File: src/sofs_pkg.sv
package sofs_pkg;
    // ****************************************
    // Register offsets
    // ****************************************
    localparam logic [3:0] ADDR_OUT11_FUNC = 4'h0;
    localparam logic [3:0] ADDR_OUT12_FUNC = 4'h1;
    localparam logic [3:0] ADDR_RELAY_FUNC = 4'h2;
    localparam logic [3:0] ADDR_RELAY_POL = 4'h3;
    localparam logic [3:0] ADDR_OUT_POL = 4'h4;
    localparam logic [3:0] ADDR_PID_LIMIT = 4'h5;
    localparam logic [3:0] ADDR_STATUS = 4'h6;
    localparam logic [3:0] ADDR_LAST_FAULT = 4'h7;
    localparam logic [3:0] ADDR_FAULT_CLR = 4'h8;

    // ****************************************
    // Function codes
    // ****************************************
    localparam logic [7:0] FN_RUN = 8'h00;
    localparam logic [7:0] FN_FREQ_REACHED = 8'h01;
    localparam logic [7:0] FN_FREQ_EXCEEDED = 8'h02;
    localparam logic [7:0] FN_OVERLOAD = 8'h03;
    localparam logic [7:0] FN_PID_DEV = 8'h04;
    localparam logic [7:0] FN_FAULT = 8'h05;
    localparam logic [7:0] POL_MAKE = 8'h00;
    localparam logic [7:0] POL_BREAK = 8'h01;

    // ****************************************
    // Reset values
    // ****************************************
    localparam logic [7:0] RST_OUT11_FUNC = 8'h01;
    localparam logic [7:0] RST_OUT12_FUNC = 8'h00;
    localparam logic [7:0] RST_RELAY_FUNC = 8'h05;
    localparam logic [7:0] RST_RELAY_POL = 8'h01;
    localparam logic [7:0] RST_OUT_POL = 8'h01;
    // Limit in tenths of a percent: 3.0 %
    localparam logic [9:0] RST_PID_LIMIT = 10'h01e;
    localparam logic [9:0] PID_LIMIT_MAX = 10'h3e8;

    // ****************************************
    // Timing
    // ****************************************
    localparam int CLK_HZ = 10_000_000;
    localparam int FAULT_DELAY_MS = 300;
    localparam int FAULT_DELAY_CYC = FAULT_DELAY_MS * (CLK_HZ / 1000);
    localparam int INIT_DELAY_MS = 50;
    localparam int INIT_DELAY_CYC = INIT_DELAY_MS * (CLK_HZ / 1000);
endpackage

File: src/sofs_top.sv
// Added by the designer: the address-and-strobe port and the register offsets.
`timescale 1ns/1ps
// Function
// RULE1 - PID deviation flag set while PID active and difference exceeds limit
// RULE2 - Deviation flag follows comparison each cycle, drops when excess ends
// RULE3 - Code 04 routes deviation flag to output 11 or 12
// RULE4 - Break polarity: asserted function drives output low
// RULE5 - Code 05 routes fault alarm flag, set by any drive fault
// RULE6 - Fault alarm becomes active about 300 ms after fault; fault_alarm_flag rises the next cycle, only the code 05 source waits
// RULE7 - Relay selector codes 00 to 05, reset value 05
// RULE8 - Relay polarity resets to 01; 01 closes A when healthy, 00 on fault
// RULE9 - Default polarity: relay energised normally, released on fault
// RULE10 - Inverted polarity: relay energised only on fault
// RULE11 - Most recent fault code kept in non-volatile store
// RULE12 - After power-up no fault shown on relay despite stored fault
// RULE13 - Break-contact fault output holds fault level briefly after power-up
// RULE14 - Outside equipment latches fault across power cycle itself
// RULE15 - Output codes 00..05; output 11 resets to 01, output 12 to 00
// RULE16 - Output polarity 00 make, 01 break, reset 01
// RULE17 - Delays come from parameterised counters on the control clock
module sofs_top #(
    parameter int FAULT_DELAY = sofs_pkg::FAULT_DELAY_CYC,
    parameter int INIT_DELAY = sofs_pkg::INIT_DELAY_CYC,
    parameter int DW = 22
) (
    // Clock and reset
    input wire logic ref_clk,
    input wire logic nrst,
    // Register port
    input wire logic [3:0] addr,
    input wire logic [7:0] wdata,
    input wire logic wr_stb,
    input wire logic rd_stb,
    output logic [7:0] rdata,
    // Status conditions from the drive
    input wire logic run_flag,
    input wire logic freq_reached_flag,
    input wire logic freq_exceeded_flag,
    input wire logic overload_flag,
    input wire logic pid_active,
    input wire logic [9:0] pid_setpoint,
    input wire logic [9:0] pid_actual,
    input wire logic fault_event,
    input wire logic [7:0] fault_code,
    // Non-volatile fault store
    input wire logic [7:0] nv_fault_code,
    output logic nv_wr,
    output logic [7:0] nv_wdata,
    // Outputs
    output logic out11,
    output logic out12,
    output logic relay_contact_a,
    output logic relay_contact_b,
    output logic pid_deviation_flag,
    output logic fault_alarm_flag
);
    // ****************************************
    // State
    // ****************************************
    typedef struct packed {
        logic [7:0] out11_function_select;
        logic [7:0] out12_function_select;
        logic [7:0] relay_function_select;
        logic [7:0] relay_polarity_select;
        logic [7:0] out_polarity_select;
        logic [9:0] pid_deviation_limit;
        logic fault_pending;
        logic pid_dev;
        logic init_busy;
        logic [7:0] last_fault;
        logic [7:0] rdata;
        logic nv_wr;
        logic [7:0] nv_wdata;
        logic out11;
        logic out12;
        logic contact_a;
        logic contact_b;
    } sofs_state_s;

    sofs_state_s state_reg;
    sofs_state_s state_next;
    logic fault_done;
    logic init_done;
    logic [9:0] diff;
    logic [5:0] cond;
    logic fault_flag;

    // Function code to condition; unknown codes give inactive
    function automatic logic pick(input logic [7:0] code, input logic [5:0] c);
        pick = (code <= sofs_pkg::FN_FAULT) ? c[code[2:0]] : 1'b0;
    endfunction

    // ****************************************
    // Delays
    // ****************************************
    sofs_delay #(.WIDTH(DW)) u_fault_dly ( // RULE17
        .ref_clk(ref_clk),
        .nrst(nrst),
        .level(state_reg.fault_pending),
        .length(DW'(FAULT_DELAY)),
        .done(fault_done)
    );

    sofs_delay #(.WIDTH(DW)) u_init_dly ( // RULE17
        .ref_clk(ref_clk),
        .nrst(nrst),
        .level(state_reg.init_busy),
        .length(DW'(INIT_DELAY)),
        .done(init_done)
    );

    // ****************************************
    // Next state
    // ****************************************
    always_comb begin
        state_next = state_reg;
        diff = (pid_setpoint > pid_actual) ? pid_setpoint - pid_actual : pid_actual - pid_setpoint;
        state_next.pid_dev = pid_active && (diff > state_reg.pid_deviation_limit); // RULE1 RULE2
        // Fault flag held low until alarm delay elapses; stays until cleared
        fault_flag = fault_done && !state_reg.init_busy; // RULE6 RULE12
        cond = {fault_flag, state_reg.pid_dev, overload_flag, freq_exceeded_flag,
                freq_reached_flag, run_flag}; // RULE15
        state_next.nv_wr = 1'b0;
        if (fault_event) begin
            state_next.fault_pending = 1'b1; // RULE5
            state_next.last_fault = fault_code;
            state_next.nv_wr = 1'b1; // RULE11
            state_next.nv_wdata = fault_code;
        end else if (wr_stb && addr == sofs_pkg::ADDR_FAULT_CLR) begin
            state_next.fault_pending = 1'b0;
        end
        if (init_done) begin
            state_next.init_busy = 1'b0;
        end
        if (wr_stb) begin
            unique case (addr)
                sofs_pkg::ADDR_OUT11_FUNC: begin
                    if (wdata <= sofs_pkg::FN_FAULT) state_next.out11_function_select = wdata; // RULE3
                end
                sofs_pkg::ADDR_OUT12_FUNC: begin
                    if (wdata <= sofs_pkg::FN_FAULT) state_next.out12_function_select = wdata; // RULE3
                end
                sofs_pkg::ADDR_RELAY_FUNC: begin
                    if (wdata <= sofs_pkg::FN_FAULT) state_next.relay_function_select = wdata; // RULE7
                end
                sofs_pkg::ADDR_RELAY_POL: begin
                    if (wdata <= sofs_pkg::POL_BREAK) state_next.relay_polarity_select = wdata; // RULE8
                end
                sofs_pkg::ADDR_OUT_POL: begin
                    if (wdata <= sofs_pkg::POL_BREAK) state_next.out_polarity_select = wdata; // RULE16
                end
                sofs_pkg::ADDR_PID_LIMIT: begin
                    // Limit in whole percent at this port, kept in tenths
                    if (wdata <= 8'h64) state_next.pid_deviation_limit = 10'(wdata) * 10'h00a; // RULE1
                end
                default: begin
                end
            endcase
        end
        state_next.rdata = 8'h00;
        if (rd_stb) begin
            unique case (addr)
                sofs_pkg::ADDR_OUT11_FUNC: state_next.rdata = state_reg.out11_function_select;
                sofs_pkg::ADDR_OUT12_FUNC: state_next.rdata = state_reg.out12_function_select;
                sofs_pkg::ADDR_RELAY_FUNC: state_next.rdata = state_reg.relay_function_select;
                sofs_pkg::ADDR_RELAY_POL: state_next.rdata = state_reg.relay_polarity_select;
                sofs_pkg::ADDR_OUT_POL: state_next.rdata = state_reg.out_polarity_select;
                sofs_pkg::ADDR_PID_LIMIT: state_next.rdata = 8'(state_reg.pid_deviation_limit / 10'h00a);
                sofs_pkg::ADDR_STATUS: state_next.rdata = {1'b0, state_reg.init_busy, cond};
                sofs_pkg::ADDR_LAST_FAULT: state_next.rdata = state_reg.last_fault;
                default: state_next.rdata = 8'h00;
            endcase
        end
        // Break polarity inverts; during init a break output set to code 05 shows its fault level
        state_next.out11 = (state_reg.out_polarity_select == sofs_pkg::POL_BREAK) ?
            !pick(state_reg.out11_function_select, cond) : pick(state_reg.out11_function_select, cond); // RULE4
        state_next.out12 = (state_reg.out_polarity_select == sofs_pkg::POL_BREAK) ?
            !pick(state_reg.out12_function_select, cond) : pick(state_reg.out12_function_select, cond); // RULE4
        if (state_reg.init_busy && state_reg.out_polarity_select == sofs_pkg::POL_BREAK) begin
            if (state_reg.out11_function_select == sofs_pkg::FN_FAULT) state_next.out11 = 1'b0; // RULE13
            if (state_reg.out12_function_select == sofs_pkg::FN_FAULT) state_next.out12 = 1'b0; // RULE13
        end
        // Contact A closed when relay energised
        state_next.contact_a = (state_reg.relay_polarity_select == sofs_pkg::POL_BREAK) ?
            !pick(state_reg.relay_function_select, cond) : pick(state_reg.relay_function_select, cond); // RULE9 RULE10
        if (state_reg.init_busy) begin
            state_next.contact_a = 1'b0;
        end
        state_next.contact_b = !state_next.contact_a; // RULE9 RULE10
    end

    always_ff @(posedge ref_clk) begin
        if (!nrst) begin
            state_reg <= '0;
            state_reg.out11_function_select <= sofs_pkg::RST_OUT11_FUNC; // RULE15
            state_reg.out12_function_select <= sofs_pkg::RST_OUT12_FUNC; // RULE15
            state_reg.relay_function_select <= sofs_pkg::RST_RELAY_FUNC; // RULE7
            state_reg.relay_polarity_select <= sofs_pkg::RST_RELAY_POL; // RULE8
            state_reg.out_polarity_select <= sofs_pkg::RST_OUT_POL; // RULE16
            state_reg.pid_deviation_limit <= sofs_pkg::RST_PID_LIMIT;
            state_reg.init_busy <= 1'b1;
            state_reg.out11 <= 1'b1;
            state_reg.out12 <= 1'b1;
            state_reg.contact_b <= 1'b1; // RULE12
        end else begin
            state_reg <= state_next;
        end
    end

    assign rdata = state_reg.rdata;
    assign nv_wr = state_reg.nv_wr;
    assign nv_wdata = state_reg.nv_wdata;
    assign out11 = state_reg.out11;
    assign out12 = state_reg.out12;
    assign relay_contact_a = state_reg.contact_a;
    assign relay_contact_b = state_reg.contact_b;
    assign pid_deviation_flag = state_reg.pid_dev;
    assign fault_alarm_flag = state_reg.fault_pending;

    // ****************************************
    // Checks
    // ****************************************
    a_pid_flag_set: assert property (@(posedge ref_clk) disable iff (!nrst) // RULE1
        pid_active && (((pid_setpoint > pid_actual) ? pid_setpoint - pid_actual : pid_actual - pid_setpoint)
        > state_reg.pid_deviation_limit) |=> pid_deviation_flag)
        else $error("pid flag missing");
    a_pid_flag_drop: assert property (@(posedge ref_clk) disable iff (!nrst) // RULE2
        !pid_active |=> !pid_deviation_flag)
        else $error("pid flag stuck");
    a_contact_excl: assert property (@(posedge ref_clk) disable iff (!nrst) // RULE9
        relay_contact_a != relay_contact_b)
        else $error("contacts both same");
    a_fault_no_early: assert property (@(posedge ref_clk) disable iff (!nrst) // RULE6
        $rose(state_reg.fault_pending) |-> !fault_done [*2])
        else $error("alarm too early");
    a_fault_store: assert property (@(posedge ref_clk) disable iff (!nrst) // RULE11
        fault_event |=> nv_wr && nv_wdata == $past(fault_code))
        else $error("fault not stored");
    a_relay_init: assert property (@(posedge ref_clk) disable iff (!nrst) // RULE12
        $past(state_reg.init_busy) |-> !relay_contact_a)
        else $error("relay energised in init");
    a_out_break: assert property (@(posedge ref_clk) disable iff (!nrst) // RULE4
        $past(state_reg.out_polarity_select) == sofs_pkg::POL_BREAK
        && $past(state_reg.out11_function_select) == sofs_pkg::FN_RUN && $past(run_flag) |-> !out11)
        else $error("break polarity wrong");
    a_relay_fault: assert property (@(posedge ref_clk) disable iff (!nrst) // RULE10
        !state_reg.init_busy && state_reg.relay_polarity_select == sofs_pkg::POL_MAKE
        && state_reg.relay_function_select == sofs_pkg::FN_FAULT && !fault_done |=> !relay_contact_a)
        else $error("inverted relay closed");

    // ****************************************
    // Register port checks
    // ****************************************
    a_rdata_idle: assert property (@(posedge ref_clk) disable iff (!nrst) // RULE15
        !rd_stb |=> rdata == 8'h00)
        else $error("read data not cleared");

    a_sel11_read: assert property (@(posedge ref_clk) disable iff (!nrst) // RULE15
        rd_stb && addr == sofs_pkg::ADDR_OUT11_FUNC |=> rdata == $past(state_reg.out11_function_select))
        else $error("out11 selector readback");

    a_sel12_read: assert property (@(posedge ref_clk) disable iff (!nrst) // RULE15
        rd_stb && addr == sofs_pkg::ADDR_OUT12_FUNC |=> rdata == $past(state_reg.out12_function_select))
        else $error("out12 selector readback");

    a_relay_sel_read: assert property (@(posedge ref_clk) disable iff (!nrst) // RULE7
        rd_stb && addr == sofs_pkg::ADDR_RELAY_FUNC |=> rdata == $past(state_reg.relay_function_select))
        else $error("relay selector readback");

    a_relay_pol_read: assert property (@(posedge ref_clk) disable iff (!nrst) // RULE8
        rd_stb && addr == sofs_pkg::ADDR_RELAY_POL |=> rdata == $past(state_reg.relay_polarity_select))
        else $error("relay polarity readback");

    a_out_pol_read: assert property (@(posedge ref_clk) disable iff (!nrst) // RULE16
        rd_stb && addr == sofs_pkg::ADDR_OUT_POL |=> rdata == $past(state_reg.out_polarity_select))
        else $error("output polarity readback");

    a_last_fault_read: assert property (@(posedge ref_clk) disable iff (!nrst) // RULE11
        rd_stb && addr == sofs_pkg::ADDR_LAST_FAULT |=> rdata == $past(state_reg.last_fault))
        else $error("last fault readback");

    a_stat_read: assert property (@(posedge ref_clk) disable iff (!nrst) // RULE1
        rd_stb && addr == sofs_pkg::ADDR_STATUS |=> rdata[7] == 1'b0)
        else $error("status top bit set");

    a_sel11_range: assert property (@(posedge ref_clk) disable iff (!nrst) // RULE15
        state_reg.out11_function_select <= sofs_pkg::FN_FAULT)
        else $error("out11 selector out of range");

    a_sel12_range: assert property (@(posedge ref_clk) disable iff (!nrst) // RULE15
        state_reg.out12_function_select <= sofs_pkg::FN_FAULT)
        else $error("out12 selector out of range");

    a_relay_range: assert property (@(posedge ref_clk) disable iff (!nrst) // RULE7
        state_reg.relay_function_select <= sofs_pkg::FN_FAULT)
        else $error("relay selector out of range");

    a_relay_pol_range: assert property (@(posedge ref_clk) disable iff (!nrst) // RULE8
        state_reg.relay_polarity_select <= sofs_pkg::POL_BREAK)
        else $error("relay polarity out of range");

    a_out_pol_range: assert property (@(posedge ref_clk) disable iff (!nrst) // RULE16
        state_reg.out_polarity_select <= sofs_pkg::POL_BREAK)
        else $error("output polarity out of range");

    a_limit_range: assert property (@(posedge ref_clk) disable iff (!nrst) // RULE1
        state_reg.pid_deviation_limit <= sofs_pkg::PID_LIMIT_MAX)
        else $error("deviation limit out of range");

    a_sel11_write: assert property (@(posedge ref_clk) disable iff (!nrst) // RULE3
        wr_stb && addr == sofs_pkg::ADDR_OUT11_FUNC && wdata <= sofs_pkg::FN_FAULT |=> state_reg.out11_function_select == $past(wdata))
        else $error("out11 selector not written");

    a_sel12_write: assert property (@(posedge ref_clk) disable iff (!nrst) // RULE3
        wr_stb && addr == sofs_pkg::ADDR_OUT12_FUNC && wdata <= sofs_pkg::FN_FAULT |=> state_reg.out12_function_select == $past(wdata))
        else $error("out12 selector not written");

    a_relay_write: assert property (@(posedge ref_clk) disable iff (!nrst) // RULE7
        wr_stb && addr == sofs_pkg::ADDR_RELAY_FUNC && wdata <= sofs_pkg::FN_FAULT |=> state_reg.relay_function_select == $past(wdata))
        else $error("relay selector not written");

    a_bad_code_kept: assert property (@(posedge ref_clk) disable iff (!nrst) // RULE7
        wr_stb && addr == sofs_pkg::ADDR_RELAY_FUNC && wdata > sofs_pkg::FN_FAULT |=> $stable(state_reg.relay_function_select))
        else $error("illegal relay code taken");

    // ****************************************
    // Flag and output checks
    // ****************************************
    a_pid_drop: assert property (@(posedge ref_clk) disable iff (!nrst) // RULE2
        pid_active && diff <= state_reg.pid_deviation_limit |=> !pid_deviation_flag)
        else $error("pid flag without excess");

    a_fault_latch: assert property (@(posedge ref_clk) disable iff (!nrst) // RULE5
        fault_event |=> fault_alarm_flag)
        else $error("fault not latched");

    a_fault_clear: assert property (@(posedge ref_clk) disable iff (!nrst) // RULE5
        wr_stb && addr == sofs_pkg::ADDR_FAULT_CLR && !fault_event |=> !fault_alarm_flag)
        else $error("fault not cleared");

    a_nv_quiet: assert property (@(posedge ref_clk) disable iff (!nrst) // RULE11
        !fault_event |=> !nv_wr)
        else $error("stray store write");

    a_init_out: assert property (@(posedge ref_clk) disable iff (!nrst) // RULE13
        state_reg.init_busy && state_reg.out_polarity_select == sofs_pkg::POL_BREAK
        && state_reg.out12_function_select == sofs_pkg::FN_FAULT |=> !out12)
        else $error("init fault level missing");
endmodule // sofs_top

File: src/sofs_delay.sv
`timescale 1ns/1ps
// Counts consecutive cycles of a high level; done once length reached
module sofs_delay #(
    parameter int WIDTH = 22
) (
    // Clock and reset
    input wire logic ref_clk,
    input wire logic nrst,
    // Control
    input wire logic level,
    input wire logic [WIDTH-1:0] length,
    output logic done
);
    typedef struct packed {
        logic [WIDTH-1:0] cnt;
        logic done;
    } sofs_dly_s;

    sofs_dly_s state_reg;
    sofs_dly_s state_next;

    always_comb begin
        state_next = state_reg;
        if (!level) begin
            state_next.cnt = '0;
            state_next.done = 1'b0;
        end else if (state_reg.cnt >= length - WIDTH'(1)) begin
            state_next.done = 1'b1;
        end else begin
            state_next.cnt = state_reg.cnt + WIDTH'(1);
        end
    end

    always_ff @(posedge ref_clk) begin
        if (!nrst) begin
            state_reg <= '0;
        end else begin
            state_reg <= state_next;
        end
    end

    assign done = state_reg.done;
endmodule // sofs_delay

File: config.mk
export PLATFORM = sky130hd
export DESIGN_NAME = sofs_top
export DESIGN_NICKNAME = d
export VERILOG_FILES = /design/src/sofs_pkg.sv /design/src/sofs_top.sv /design/src/sofs_delay.sv
export SDC_FILE = /design/constraint.sdc
export NUM_CORES = 1
export LEC_CHECK = 0
export BUFFER_PORTS_ARGS = -buffer_cell sky130_fd_sc_hd__buf_2
export CAP_MARGIN = 20
export CORE_MARGIN = 2
export CORE_UTILIZATION = 55
export DETAILED_ROUTE_END_ITERATION = 12
export PLACE_DENSITY_LB_ADDON = 0.1
export REMOVE_ABC_BUFFERS = 1
export SETUP_SLACK_MARGIN = 0.05
export SLEW_MARGIN = 20
export SYNTH_ARGS = -nofsm -noshare
export SYNTH_HDL_FRONTEND = slang
export SYNTH_SLANG_ARGS = --single-unit
File: constraint.sdc
create_clock -name ref_clk -period 8.7 [get_ports ref_clk]
set_clock_uncertainty 0.1 [all_clocks]
set_input_delay 1.74 -clock ref_clk [delete_from_list [all_inputs] [get_ports ref_clk]]
set_output_delay 1.74 -clock ref_clk [all_outputs]
set_load 0.1 [all_outputs]
# ---- Word level (Yosys, flattened, before mapping)
# Cells that the tools add are included.
# Widths: inputs -> output; s select.
dict set report op_classes {
  muxes 21
  n_addsub 4
  n_lt_le_gt_ge 13
  div 1
  n_reduce_logical 20
  mul 1
  n_eq_ne 12
}
# cell count
set ops {}
lappend ops {{$pmux 8 s8} 1}
lappend ops {{$add 22x1->22 const B} 2}
lappend ops {{$le 8x3->1 const B} 4}
lappend ops {{$ge 22x19->1 const B} 1}
lappend ops {{$ge 22x22->1 const B} 1}
lappend ops {{$gt 10x10->1} 2}
lappend ops {{$sub 10x10->10} 2}
lappend ops {{$reduce_and 3->1} 6}
lappend ops {{$eq 4x3->1 const B} 4}
lappend ops {{$eq 8x1->1 const B} 2}
lappend ops {{$eq 8x3->1 const B} 2}
lappend ops {{$mux 1} 14}
lappend ops {{$lt 3x4->1 const B} 3}
lappend ops {{$div 10x4->10 const B} 1}
lappend ops {{$mux 10} 1}
lappend ops {{$bmux 1 s3} 3}
lappend ops {{$mul 8x3->9 const B} 1}
lappend ops {{$mux 9} 1}
lappend ops {{$eq 4x2->1 const B} 2}
lappend ops {{$le 8x1->1 const B} 1}
lappend ops {{$le 8x7->1 const B} 1}
lappend ops {{$reduce_and 2->1} 3}
lappend ops {{$logic_not 1->1} 5}
lappend ops {{$eq 4x1->1 const B} 1}
lappend ops {{5 further kinds} 8}
dict set report totals {
  out_inout_bits 23
  word_cells 92
  reg_bits 119
  inputBits 58
}

# ---- Depth between registers and ports, before layout
# Gate-level depths: netlist of run 1.
dict set report depth {
  depth_word 9
  mapped_depth 19
  mapped_depth_nobuf 18
}

# ---- Modules after synthesis
# From an unflattened synthesis of run 1, not the netlist that was laid out.
dict set report unflattened {
  hier_cells 1107
  hier_area_um2 9392.8
}
# mod area_each_um2 seq_area_each_um2 cells_per_inst instances
set modules_own_cells {}
lappend modules_own_cells {sofs_top 5086.1 1461.4 605 1}
lappend modules_own_cells {sofs_delay 2153.3 460.4 251 2}

# ---- Worst setup path before layout of run 1
# Ideal clock, no wire load.
dict set report synth_path {
  path_type {in2reg}
  from {input pid_setpoint[0]}
  to {register state_reg, in the netlist pid_deviation_flag}
  setup_time_ns 0.122
  arrival_ns 5.107
  path_buffers 1
  path_stages 19
  required_ns 8.478
  setup_slack_ns 3.371
  cell_sequence {inv_1 ha_1 inv_1 fa_1 a211o_1 a21oi_1 a21oi_1 a21oi_1 buf_2 mux2i_1 xnor2_1 ha_1 nor2b_1 o21a_1 o21a_1 o21a_1 o21a_1 o21ai_0 a21oi_1}
}
dict set report synth_between {
  elab_chain_cells 4
  word_cells_on_any_way 6
}
# item line_no
set synth_lines {}
lappend synth_lines {{from (decl)} sofs_top.sv:41} ;# input wire logic [9:0] pid_setpoint,
lappend synth_lines {{$sub 10x10->10 / $gt 10x10->1 (equally long branches)} sofs_top.sv:117} ;# diff = (pid_setpoint > pid_actual) ? pid_setpoint - pid_actual : pid_actual - pid_setpoint;
lappend synth_lines {{$mux 10 *} sofs_top.sv:117}
lappend synth_lines {{$gt 10x10->1 *} sofs_top.sv:118} ;# state_next.pid_dev = pid_active && (diff > state_reg.pid_deviation_limit);
lappend synth_lines {{$logic_and 1x1->1 *} sofs_top.sv:118}
lappend synth_lines {{to (signal assigned)} sofs_top.sv:206} ;# state_reg <= state_next;
lappend synth_lines {{to (decl)} sofs_top.sv:80} ;# sofs_state_s state_reg;
# Mark *: on every way between the ends. The rest lies on a longest branch, timed or not.
# A chain may end at the register's enable or synchronous reset.

# ---- Final worst setup path of run 1
# Ends and elaborated chain as after synthesis.

==> results of run 1 <==
final timing paths:
kind / startpoint / to / slack (ns) / depth (start not counted)
max: pid_setpoint[0] / pid_deviation_flag$_SDFF_PN0_ / 3.07 / 20
min: u_init_dly.done$_SDFFE_PN0P_ / state_reg[29]$_SDFFE_PN1P_ / 0.37 / 1
max reg2reg: state_reg[38]$_SDFFE_PN0P_ / rdata[0]$_SDFF_PN0_ / 5.59 / 7
min reg2reg: u_init_dly.done$_SDFFE_PN0P_ / state_reg[29]$_SDFFE_PN1P_ / 0.37 / 1
cell usage in the layout (no fill, tap or decap), types with 14 or more instances in the layout:
master,n
nand3_1,33
a21oi_1,54
clkbuf_16,17
mux2i_1,30
and3_1,42
ha_1,41
inv_1,40
o21ai_0,30
nand4_1,14
dfxtp_1,119
nand2_1,69
xnor2_1,31
buf_2,72
nor2_1,73
nor2b_1,23
Yosys cell counts (12+ instances only):
master,instances,area (um^2)
and3_1,42,262.8
nand3_1,33,165.2
xnor2_1,31,271.5
nor3_1,13,65.06
buf_4,16,120.1
o21a_1,13,97.59
dfxtp_1,119,2382
o21ai_0,30,150.1
ha_1,41,513.0
nand4_1,14,87.58
inv_1,40,150.1
nand2_1,69,259.0
nor2_1,73,274.0
mux2i_1,30,300.3
clkbuf_1,45,168.9
a21oi_1,54,270.3
nor2b_1,23,143.9
or4_1,12,90.09
where the power goes:
part / switching [W] / internal [W]
clock: 0.000255 / 0.000463
sequential: 0.00000768 / 0.000552
combinational: 0.000133 / 0.0000803
routing by layer:
metal / track usage (%) / vias to the layer above / wire [um]
met5: 0 / - / 0
met4: 12.79 / 0 / 691
met3: 3.792 / 58 / 786
met2: 44.87 / 214 / 9367
met1: 31.38 / 3263 / 8049
li1: - / 3377 / -
kinds of logic (layout without fill, tap and decap cells):
| group | Yosys count | in the layout | synth area share, % |
|---|---|---|---|
| and+or+nand+nor | 346 | 346 | 24.11 |
| muxes | 45 | 45 | 6.916 |
| DFF | 119 | 119 | 31.35 |
| buffers and inverters | 114 | 149 | 6.521 |
| xor gates and xnor gates | 38 | 38 | 4.380 |
| adders and majority gates | 45 | 45 | 7.673 |
| AOI/OAI and AO/OA | 211 | 211 | 19.05 |
area by class of cell:
type                            count  area [um^2]  share of cell area (%)
Clock buffer                       20        456.7                   5.377
Clock inverter                     12        151.4                   1.783
Inverter                           41        153.9                   1.812
Multi-Input combinational cell    685         4738                   55.79
Sequential cell                   119         2382                   28.05
Tap cell                          176        220.2                   2.593
Timing Repair Buffer               76        390.4                   4.596
worst reg2reg max path, delay by kind of cell, from the launching register on:
family / cells / cell delay (ns)
XOR/XNOR: 1 / 0.26
AO/OA/AOI/OAI: 5 / 1.30
flip-flops: 1 / 0.79
AND/OR/NAND/NOR: 1 / 0.56
per-stage QoR:
step | hold WS (ns) | cells
final | 0.3732 | 1129
after detailed placement | 0.3632 | 1097
after global routing | 0.4002 | 1129
after CTS | 0.3816 | 1129
after floorplan | 0.3233 | 845
after global placement | 0.3499 | 1097
==> impl_metrics.ini, run 1 <==
[status]
status = completed

[detailed_routing]
drt_drc_violations_left = 0
vias = 6912
wire_per_inst_um = 16.74
drtPass1Iterations = 5
postRouteWirelength_mm = 18.90
final_antenna_net_count = 0
drtIter0Drc = 453
vias_per_cell = 6.122

[final_layout]
layout-drive-gt1-share_pct = 13.54
syn_to_final_growth_pct = 11.77
final_cell_area_mm2 = 0.008493
final_util_pct = 63.63
largest_reg_flops = 50
diodes = 0
nets = 1042
fillCellCount = 1151

[sta]
fmax_mhz = 177.7
finalWorstSetupSlack_ns = 3.074
tns_ns = 0
post-route-period-util_pct = 64.67
relSlewSlack_pct = 29.71
hold_viol = 0
final-max-slew-violation-count = 0
setup_violations = 0
worstMarginPinSlew_ns = 1.051
rsz0062_at_grt = false
fin_crit_ns = 5.626

[power]
p_per_area_mw_per_mm2 = 175.5
p_leak_nw = 3.551
peakVddDrop_mv = 0.1381
power_w = 0.001491

[global_route]
grt_first_pass_wirelength_mm = 30.80
antenna_found_initial = 0
grt_max_degree = 73
grt-ovfl-total = 0
grt_pass1_vias = 6569
grtUsageTotal_pct = 25.87

[placed_design]
port_buffers = 72
gp_congestion = 0.9073
placed_cell_area_mm2 = 0.007874
place_ws_ns = 2.707
hpwl_mm = 13.60

[cts]
clock_latency_ns = 0.43
cts_buffers = 17
ctsRootBufferMaster = clkbuf_16
postCtsHoldBufs = 0
clockBufferDepth = 2
htreeDepth = 4
cts_setup_buffers = 0
cts_tree = done
path_clk_slew_ns = 0.06
clock-sinks = 119
ctsResizeCount = 0

[synthesis]
ys_seq_area_share_pct = 31.35
synthFlopType = dfxtp_1
avgSynthCellArea_um2 = 8.277
syn_area_mm2 = 0.007599
async_reset_ff_share_pct = 0
synth_cell_types = 77
synth_edf_count = 0
ys_ff_latch = 119
postSynthCellCount = 918
synth_warnings = 0

[critical_path]
worstPathCellList = buf_2, inv_1, ha_1, inv_1, fa_1, a211o_1, a21oi_1, a21oi_1, a21oi_1, buf_4, mux2i_1, xnor2_1, ha_1, nor2b_1, o21a_1, o21a_1, o21a_1, o21a_1, o21ai_0, a21oi_1
critPathTopFamily = compound AO/OA/AOI/OAI gates
critPathRequiredTime_ns = 8.91
start_kind = primary input
cp_slowest_cell = a21oi_1
max_stage_delay_ns = 0.71
worstPathArrival_ns = 5.83
cp-end-kind = flop
crit_type = in2reg
worst-path-buf-inv = 4
critical_path.max_fanout = 10

[die]
initial_core_util_pct = 56.93
fp.dieW_um = 121.5
io_pins = 81
core_area_mm2 = 0.01335
core.rowCount = 42
die_h_um = 121.5
die_area_mm2 = 0.01477

[flow_run]
drv_cap = 0

[min_path]
hp-class = reg2reg
Power figures use the tool's default switching activity.
==> run 2, diff against run 1 <==
--- a/config.mk
+++ b/config.mk
@@ -8,7 +8,7 @@
 export BUFFER_PORTS_ARGS = -buffer_cell sky130_fd_sc_hd__buf_2
 export CAP_MARGIN = 20
 export CORE_MARGIN = 2
-export CORE_UTILIZATION = 55
+export CORE_UTILIZATION = 54
 export DETAILED_ROUTE_END_ITERATION = 12
 export PLACE_DENSITY_LB_ADDON = 0.1
 export REMOVE_ABC_BUFFERS = 1
==> constraint.sdc (replaced) <==
create_clock -name ref_clk -period 5.05 [get_ports ref_clk]
set_clock_uncertainty 0.1 [all_clocks]
set_input_delay 1.01 -clock ref_clk [delete_from_list [all_inputs] [get_ports ref_clk]]
set_output_delay 1.01 -clock ref_clk [all_outputs]
set_load 0.1 [all_outputs]
==> impl_metrics.ini, run 2 (synthesis results as in run 1) <==
[sta]
post-route-period-util_pct = 85.65
relSlewSlack_pct = 33.81
fmax_mhz = 231.2
fin_hold_ws_ns = 0.3631
worstMarginPinSlew_ns = 0.9928
setup_violations = 0
hold_viol = 0
final-max-slew-violation-count = 0
tns_ns = 0
fin_crit_ns = 4.325
rsz0062_at_grt = false

[die]
initial_core_util_pct = 54.95
fp.dieW_um = 122.6
core_area_mm2 = 0.01383
io_pins = 81
core.rowCount = 43
die_area_mm2 = 0.01504
die_h_um = 122.6

[global_route]
met2_usage_pct = 45.03
grt_pass1_vias = 6623
grt-ovfl-total = 0
grt_first_pass_wirelength_mm = 31.55
grtUsageTotal_pct = 26.32
gr-usage-met3_pct = 4.740
met1_usage_pct = 32.02
antenna_found_initial = 0
grt_max_degree = 48
grt_busiest_layer = met2

[detailed_routing]
vias_per_cell = 6.077
vias = 6903
drtPass1Iterations = 7
drtIter0Drc = 473
drt_drc_violations_left = 0
wire_per_inst_um = 16.71
final_antenna_net_count = 0
postRouteWirelength_mm = 18.99

[critical_path]
worstPathArrival_ns = 4.52
cp-end-kind = flop
max_stage_delay_ns = 0.41
critPathTopFamily = compound AO/OA/AOI/OAI gates
worstPathCellList = buf_2, inv_1, ha_1, inv_1, fa_1, a211o_1, a21oi_1, a21oi_1, a21oi_1, mux2i_1, xnor2_1, ha_1, nor2b_1, o21a_1, o21a_1, o21a_1, o21a_1, o21ai_0, a21oi_1
worst-path-buf-inv = 3
start_kind = primary input
critical_path.max_fanout = 5
critPathRequiredTime_ns = 5.25
cp_slowest_cell = fa_1
crit_type = in2reg

[flow_run]
drv_cap = 0

[cts]
clock_latency_ns = 0.42
ctsRootBufferMaster = clkbuf_16
clock-sinks = 119
cts_setup_buffers = 0
cts_buffers = 17
htreeDepth = 4
postCtsHoldBufs = 0
clockBufferDepth = 2
cts_tree = done
path_clk_slew_ns = 0.06
ctsResizeCount = 0

[final_layout]
fillCellCount = 1224
largest_reg_flops = 50
syn_to_final_growth_pct = 11.44
layout-drive-gt1-share_pct = 13.91
final_cell_mix = dfxtp_1, nor2_1, buf_2
mostFrequentLayoutCell = dfxtp_1
nets = 1045
diodes = 0
stdcell_count = 1136
final_util_pct = 61.24
final_cell_area_mm2 = 0.008468

[placed_design]
place_inst = 1104
port_buffers = 72
gp_congestion = 0.8876
placed_cell_area_mm2 = 0.007901
hpwl_mm = 13.79

[power]
p_leak_nw = 3.548
p_per_area_mw_per_mm2 = 291.6
peakVddDrop_mv = 0.2469

[status]
status = completed

[min_path]
hp-class = reg2reg
[run 2: changes by cell type in the layout (fill, tap and decap cells not counted), moves of 2 or more]
cell,before,now
bufinv_16,3,1
clkinv_4,1,4
buf_4,4,7
inv_6,0,2
[run 2: final cells by class]
cell class | count | area (um^2) | area share [%]
Clock buffer | 18 | 439.2 | 5.186
Clock inverter | 14 | 127.6 | 1.507
Inverter | 41 | 153.9 | 1.817
Multi-Input combinational cell | 685 | 4727 | 55.82
Sequential cell | 119 | 2382 | 28.13
Tap cell | 180 | 225.2 | 2.660
Timing Repair Buffer | 79 | 412.9 | 4.876
[run 2: per-layer routing]
layer	up-vias	part of all wire [%]
met3	40	4.8
met5	-	0
met2	215	50
met4	0	2.5
met1	3278	42
li1	3370	-
[run 2: path summary, 6_finish.rpt]
check,from,end,slack [ns],cells past startpoint
hold reg to reg,u_init_dly.done$_SDFFE_PN0P_,state_reg[29]$_SDFFE_PN1P_,0.36,1
setup / recovery,pid_setpoint[0],pid_deviation_flag$_SDFF_PN0_,0.72,19
hold / removal,u_init_dly.done$_SDFFE_PN0P_,state_reg[29]$_SDFFE_PN1P_,0.36,1
setup reg to reg,state_reg[38]$_SDFFE_PN0P_,rdata[1]$_SDFF_PN0_,1.84,7
[run 2: power by group]
| part | switching (W) | internal, W |
|---|---|---|
| clock network | 0.000444 | 0.000690 |
| logic | 0.000230 | 0.000141 |
| registers | 0.0000137 | 0.000951 |
[run 2: metrics by stage]
| step | worst slack (ns) | power [W] |
|---|---|---|
| after CTS | 0.7371 | 0.002494 |
| after global routing | 0.4852 | 0.002579 |
| after global placement | 0.4010 | 0.001340 |
| after detailed placement | 0.2969 | 0.001354 |
| after floorplan | 0.2922 | 0.001239 |
| final | 0.7248 | 0.002470 |
==> run 3, diff against run 2 <==
--- a/config.mk
+++ b/config.mk
@@ -10,9 +10,9 @@
 export CORE_MARGIN = 2
 export CORE_UTILIZATION = 54
 export DETAILED_ROUTE_END_ITERATION = 12
-export PLACE_DENSITY_LB_ADDON = 0.1
+export PLACE_DENSITY_LB_ADDON = 0.3
 export REMOVE_ABC_BUFFERS = 1
-export SETUP_SLACK_MARGIN = 0.05
+export SETUP_SLACK_MARGIN = 0.02
 export SLEW_MARGIN = 20
 export SYNTH_ARGS = -nofsm -noshare
 export SYNTH_HDL_FRONTEND = slang
==> impl_metrics.ini, run 3 (synthesis results as in run 1) <==
[final_layout]
syn_to_final_growth_pct = 11.87
mostFrequentLayoutCell = dfxtp_1
final_cell_mix = dfxtp_1, nor2_1, buf_2
final_util_pct = 61.48
largest_reg_flops = 50
layout-drive-gt1-share_pct = 13.91
diodes = 0
nets = 1046

[die]
initial_core_util_pct = 54.95
die_area_mm2 = 0.01504
die_h_um = 122.6
core.rowCount = 43
core_area_mm2 = 0.01383
io_pins = 81
fp.dieW_um = 122.6

[cts]
path_clk_slew_ns = 0.05
cts_tree = done
clock-sinks = 119
clock_latency_ns = 0.42
cts_buffers = 17
postCtsHoldBufs = 0
cts_setup_buffers = 0
ctsRootBufferMaster = clkbuf_16
ctsResizeCount = 0
clockBufferDepth = 2
htreeDepth = 4

[global_route]
grt_max_degree = 39
grtUsageTotal_pct = 24.74
grt-ovfl-total = 0
grt_first_pass_wirelength_mm = 29.59
grt_pass1_vias = 6161
antenna_found_initial = 0

[critical_path]
reg2regPathDepth = 7
max_stage_delay_ns = 0.42
start_kind = primary input
crit_path_end = pid_deviation_flag$_SDFF_PN0_
worstPathArrival_ns = 4.38
critPathRequiredTime_ns = 5.25
r2r_end = rdata[1]$_SDFF_PN0_
path_depth = 18
worst-path-buf-inv = 4
worstPathCellList = buf_2, inv_1, ha_1, inv_1, fa_1, a211o_1, a21oi_1, a21oi_1, a21oi_1, buf_4, mux2_2, a21oi_1, xnor2_1, ha_1, nand4_1, or3_1, o2111ai_1, a21oi_1
cp_slowest_cell = fa_1
cp-end-kind = flop
reg2reg_from = state_reg[38]$_SDFFE_PN0P_
crit_path_frequent_cell = a21oi_1
critPathTopFamily = compound AO/OA/AOI/OAI gates
critical_path.max_fanout = 7
crit_path_start = pid_setpoint[0]
crit_type = in2reg
reg2reg_slack_ns = 1.90

[sta]
worstMarginPinSlew_ns = 1.014
rsz0062_at_grt = false
final-max-slew-violation-count = 0
fmax_mhz = 239.6
setup_violations = 0
hold_viol = 0
fin_crit_ns = 4.174
post-route-period-util_pct = 82.65
relSlewSlack_pct = 32.38
tns_ns = 0

[power]
peakVddDrop_mv = 0.2204
p_leak_nw = 3.561
p_per_area_mw_per_mm2 = 297.2

[detailed_routing]
drtPass1Iterations = 7
vias_per_cell = 5.930
drtIter0Drc = 492
final_antenna_net_count = 0
drt_drc_violations_left = 0
wire_per_inst_um = 15.75
postRouteWirelength_mm = 17.90
vias = 6737

[min_path]
hp-class = reg2reg

[placed_design]
gp_congestion = 0.9093
hpwl_mm = 12.69
port_buffers = 72

[flow_run]
drv_cap = 0

[status]
status = completed
## run 3: area by class of cell
cell class / count / area, um^2
clock buffer: 20 / 466.7
clock inverter: 11 / 125.1
fill: 1223 / 5326
inverter: 41 / 153.9
multi-input combinational: 685 / 4727
sequential: 119 / 2382
tap: 180 / 225.2
timing repair buffer: 80 / 420.4
## run 3: stage by stage
| step | instance area, um^2 | total power (W) | hold slack (ns) | cells | setup WS [ns] |
|---|---|---|---|---|---|
| 6_report | 8501 | 0.002526 | 0.3664 | 1136 | 0.8761 |
| 3_5_place_dp | 7909 | 0.001346 | 0.3568 | 1105 | 0.4750 |
| 5_1_grt | 8501 | 0.002627 | 0.3971 | 1136 | 0.6787 |
| 2_1_floorplan | 7257 | 0.001239 | 0.3233 | 845 | 0.2922 |
| 3_3_place_gp | 7909 | 0.001342 | 0.3445 | 1105 | 0.4698 |
| 4_1_cts | 8501 | 0.002537 | 0.3723 | 1136 | 0.9000 |
## run 3: how the worst min path moves through the flow
stage	to	slack, ns	depth (start not counted)	start
6_report	state_reg[29]$_SDFFE_PN1P_	0.37	1	u_init_dly.done$_SDFFE_PN0P_
3_3_place_gp	u_fault_dly.done$_SDFFE_PN0P_	0.34	2	u_fault_dly.done$_SDFFE_PN0P_
4_1_cts	u_fault_dly.done$_SDFFE_PN0P_	0.37	2	u_fault_dly.done$_SDFFE_PN0P_
3_5_place_dp	u_fault_dly.done$_SDFFE_PN0P_	0.36	2	u_fault_dly.done$_SDFFE_PN0P_
2_1_floorplan	state_reg[29]$_SDFFE_PN1P_	0.32	1	u_init_dly.done$_SDFFE_PN0P_
5_1_grt	u_init_dly.state_reg[21]$_SDFFE_PN0N_	0.40	1	u_init_dly.state_reg[21]$_SDFFE_PN0N_
## run 3: layer usage
layer | track usage [%] | up-vias | part of all wire [%]
li1 | - | 3376 | -
met1 | 30.65 | 3152 | 44
met2 | 41.88 | 181 | 49
met3 | 5.948 | 28 | 5.6
met4 | 8.836 | 0 | 1.8
met5 | 0 | - | 0
## run 3: power breakdown
group          internal [W]  switching, W  total [W]
logic              0.000140      0.000224   0.000364
clock network      0.000760      0.000438    0.00120
registers          0.000951     0.0000137   0.000965
total               0.00185      0.000675    0.00253
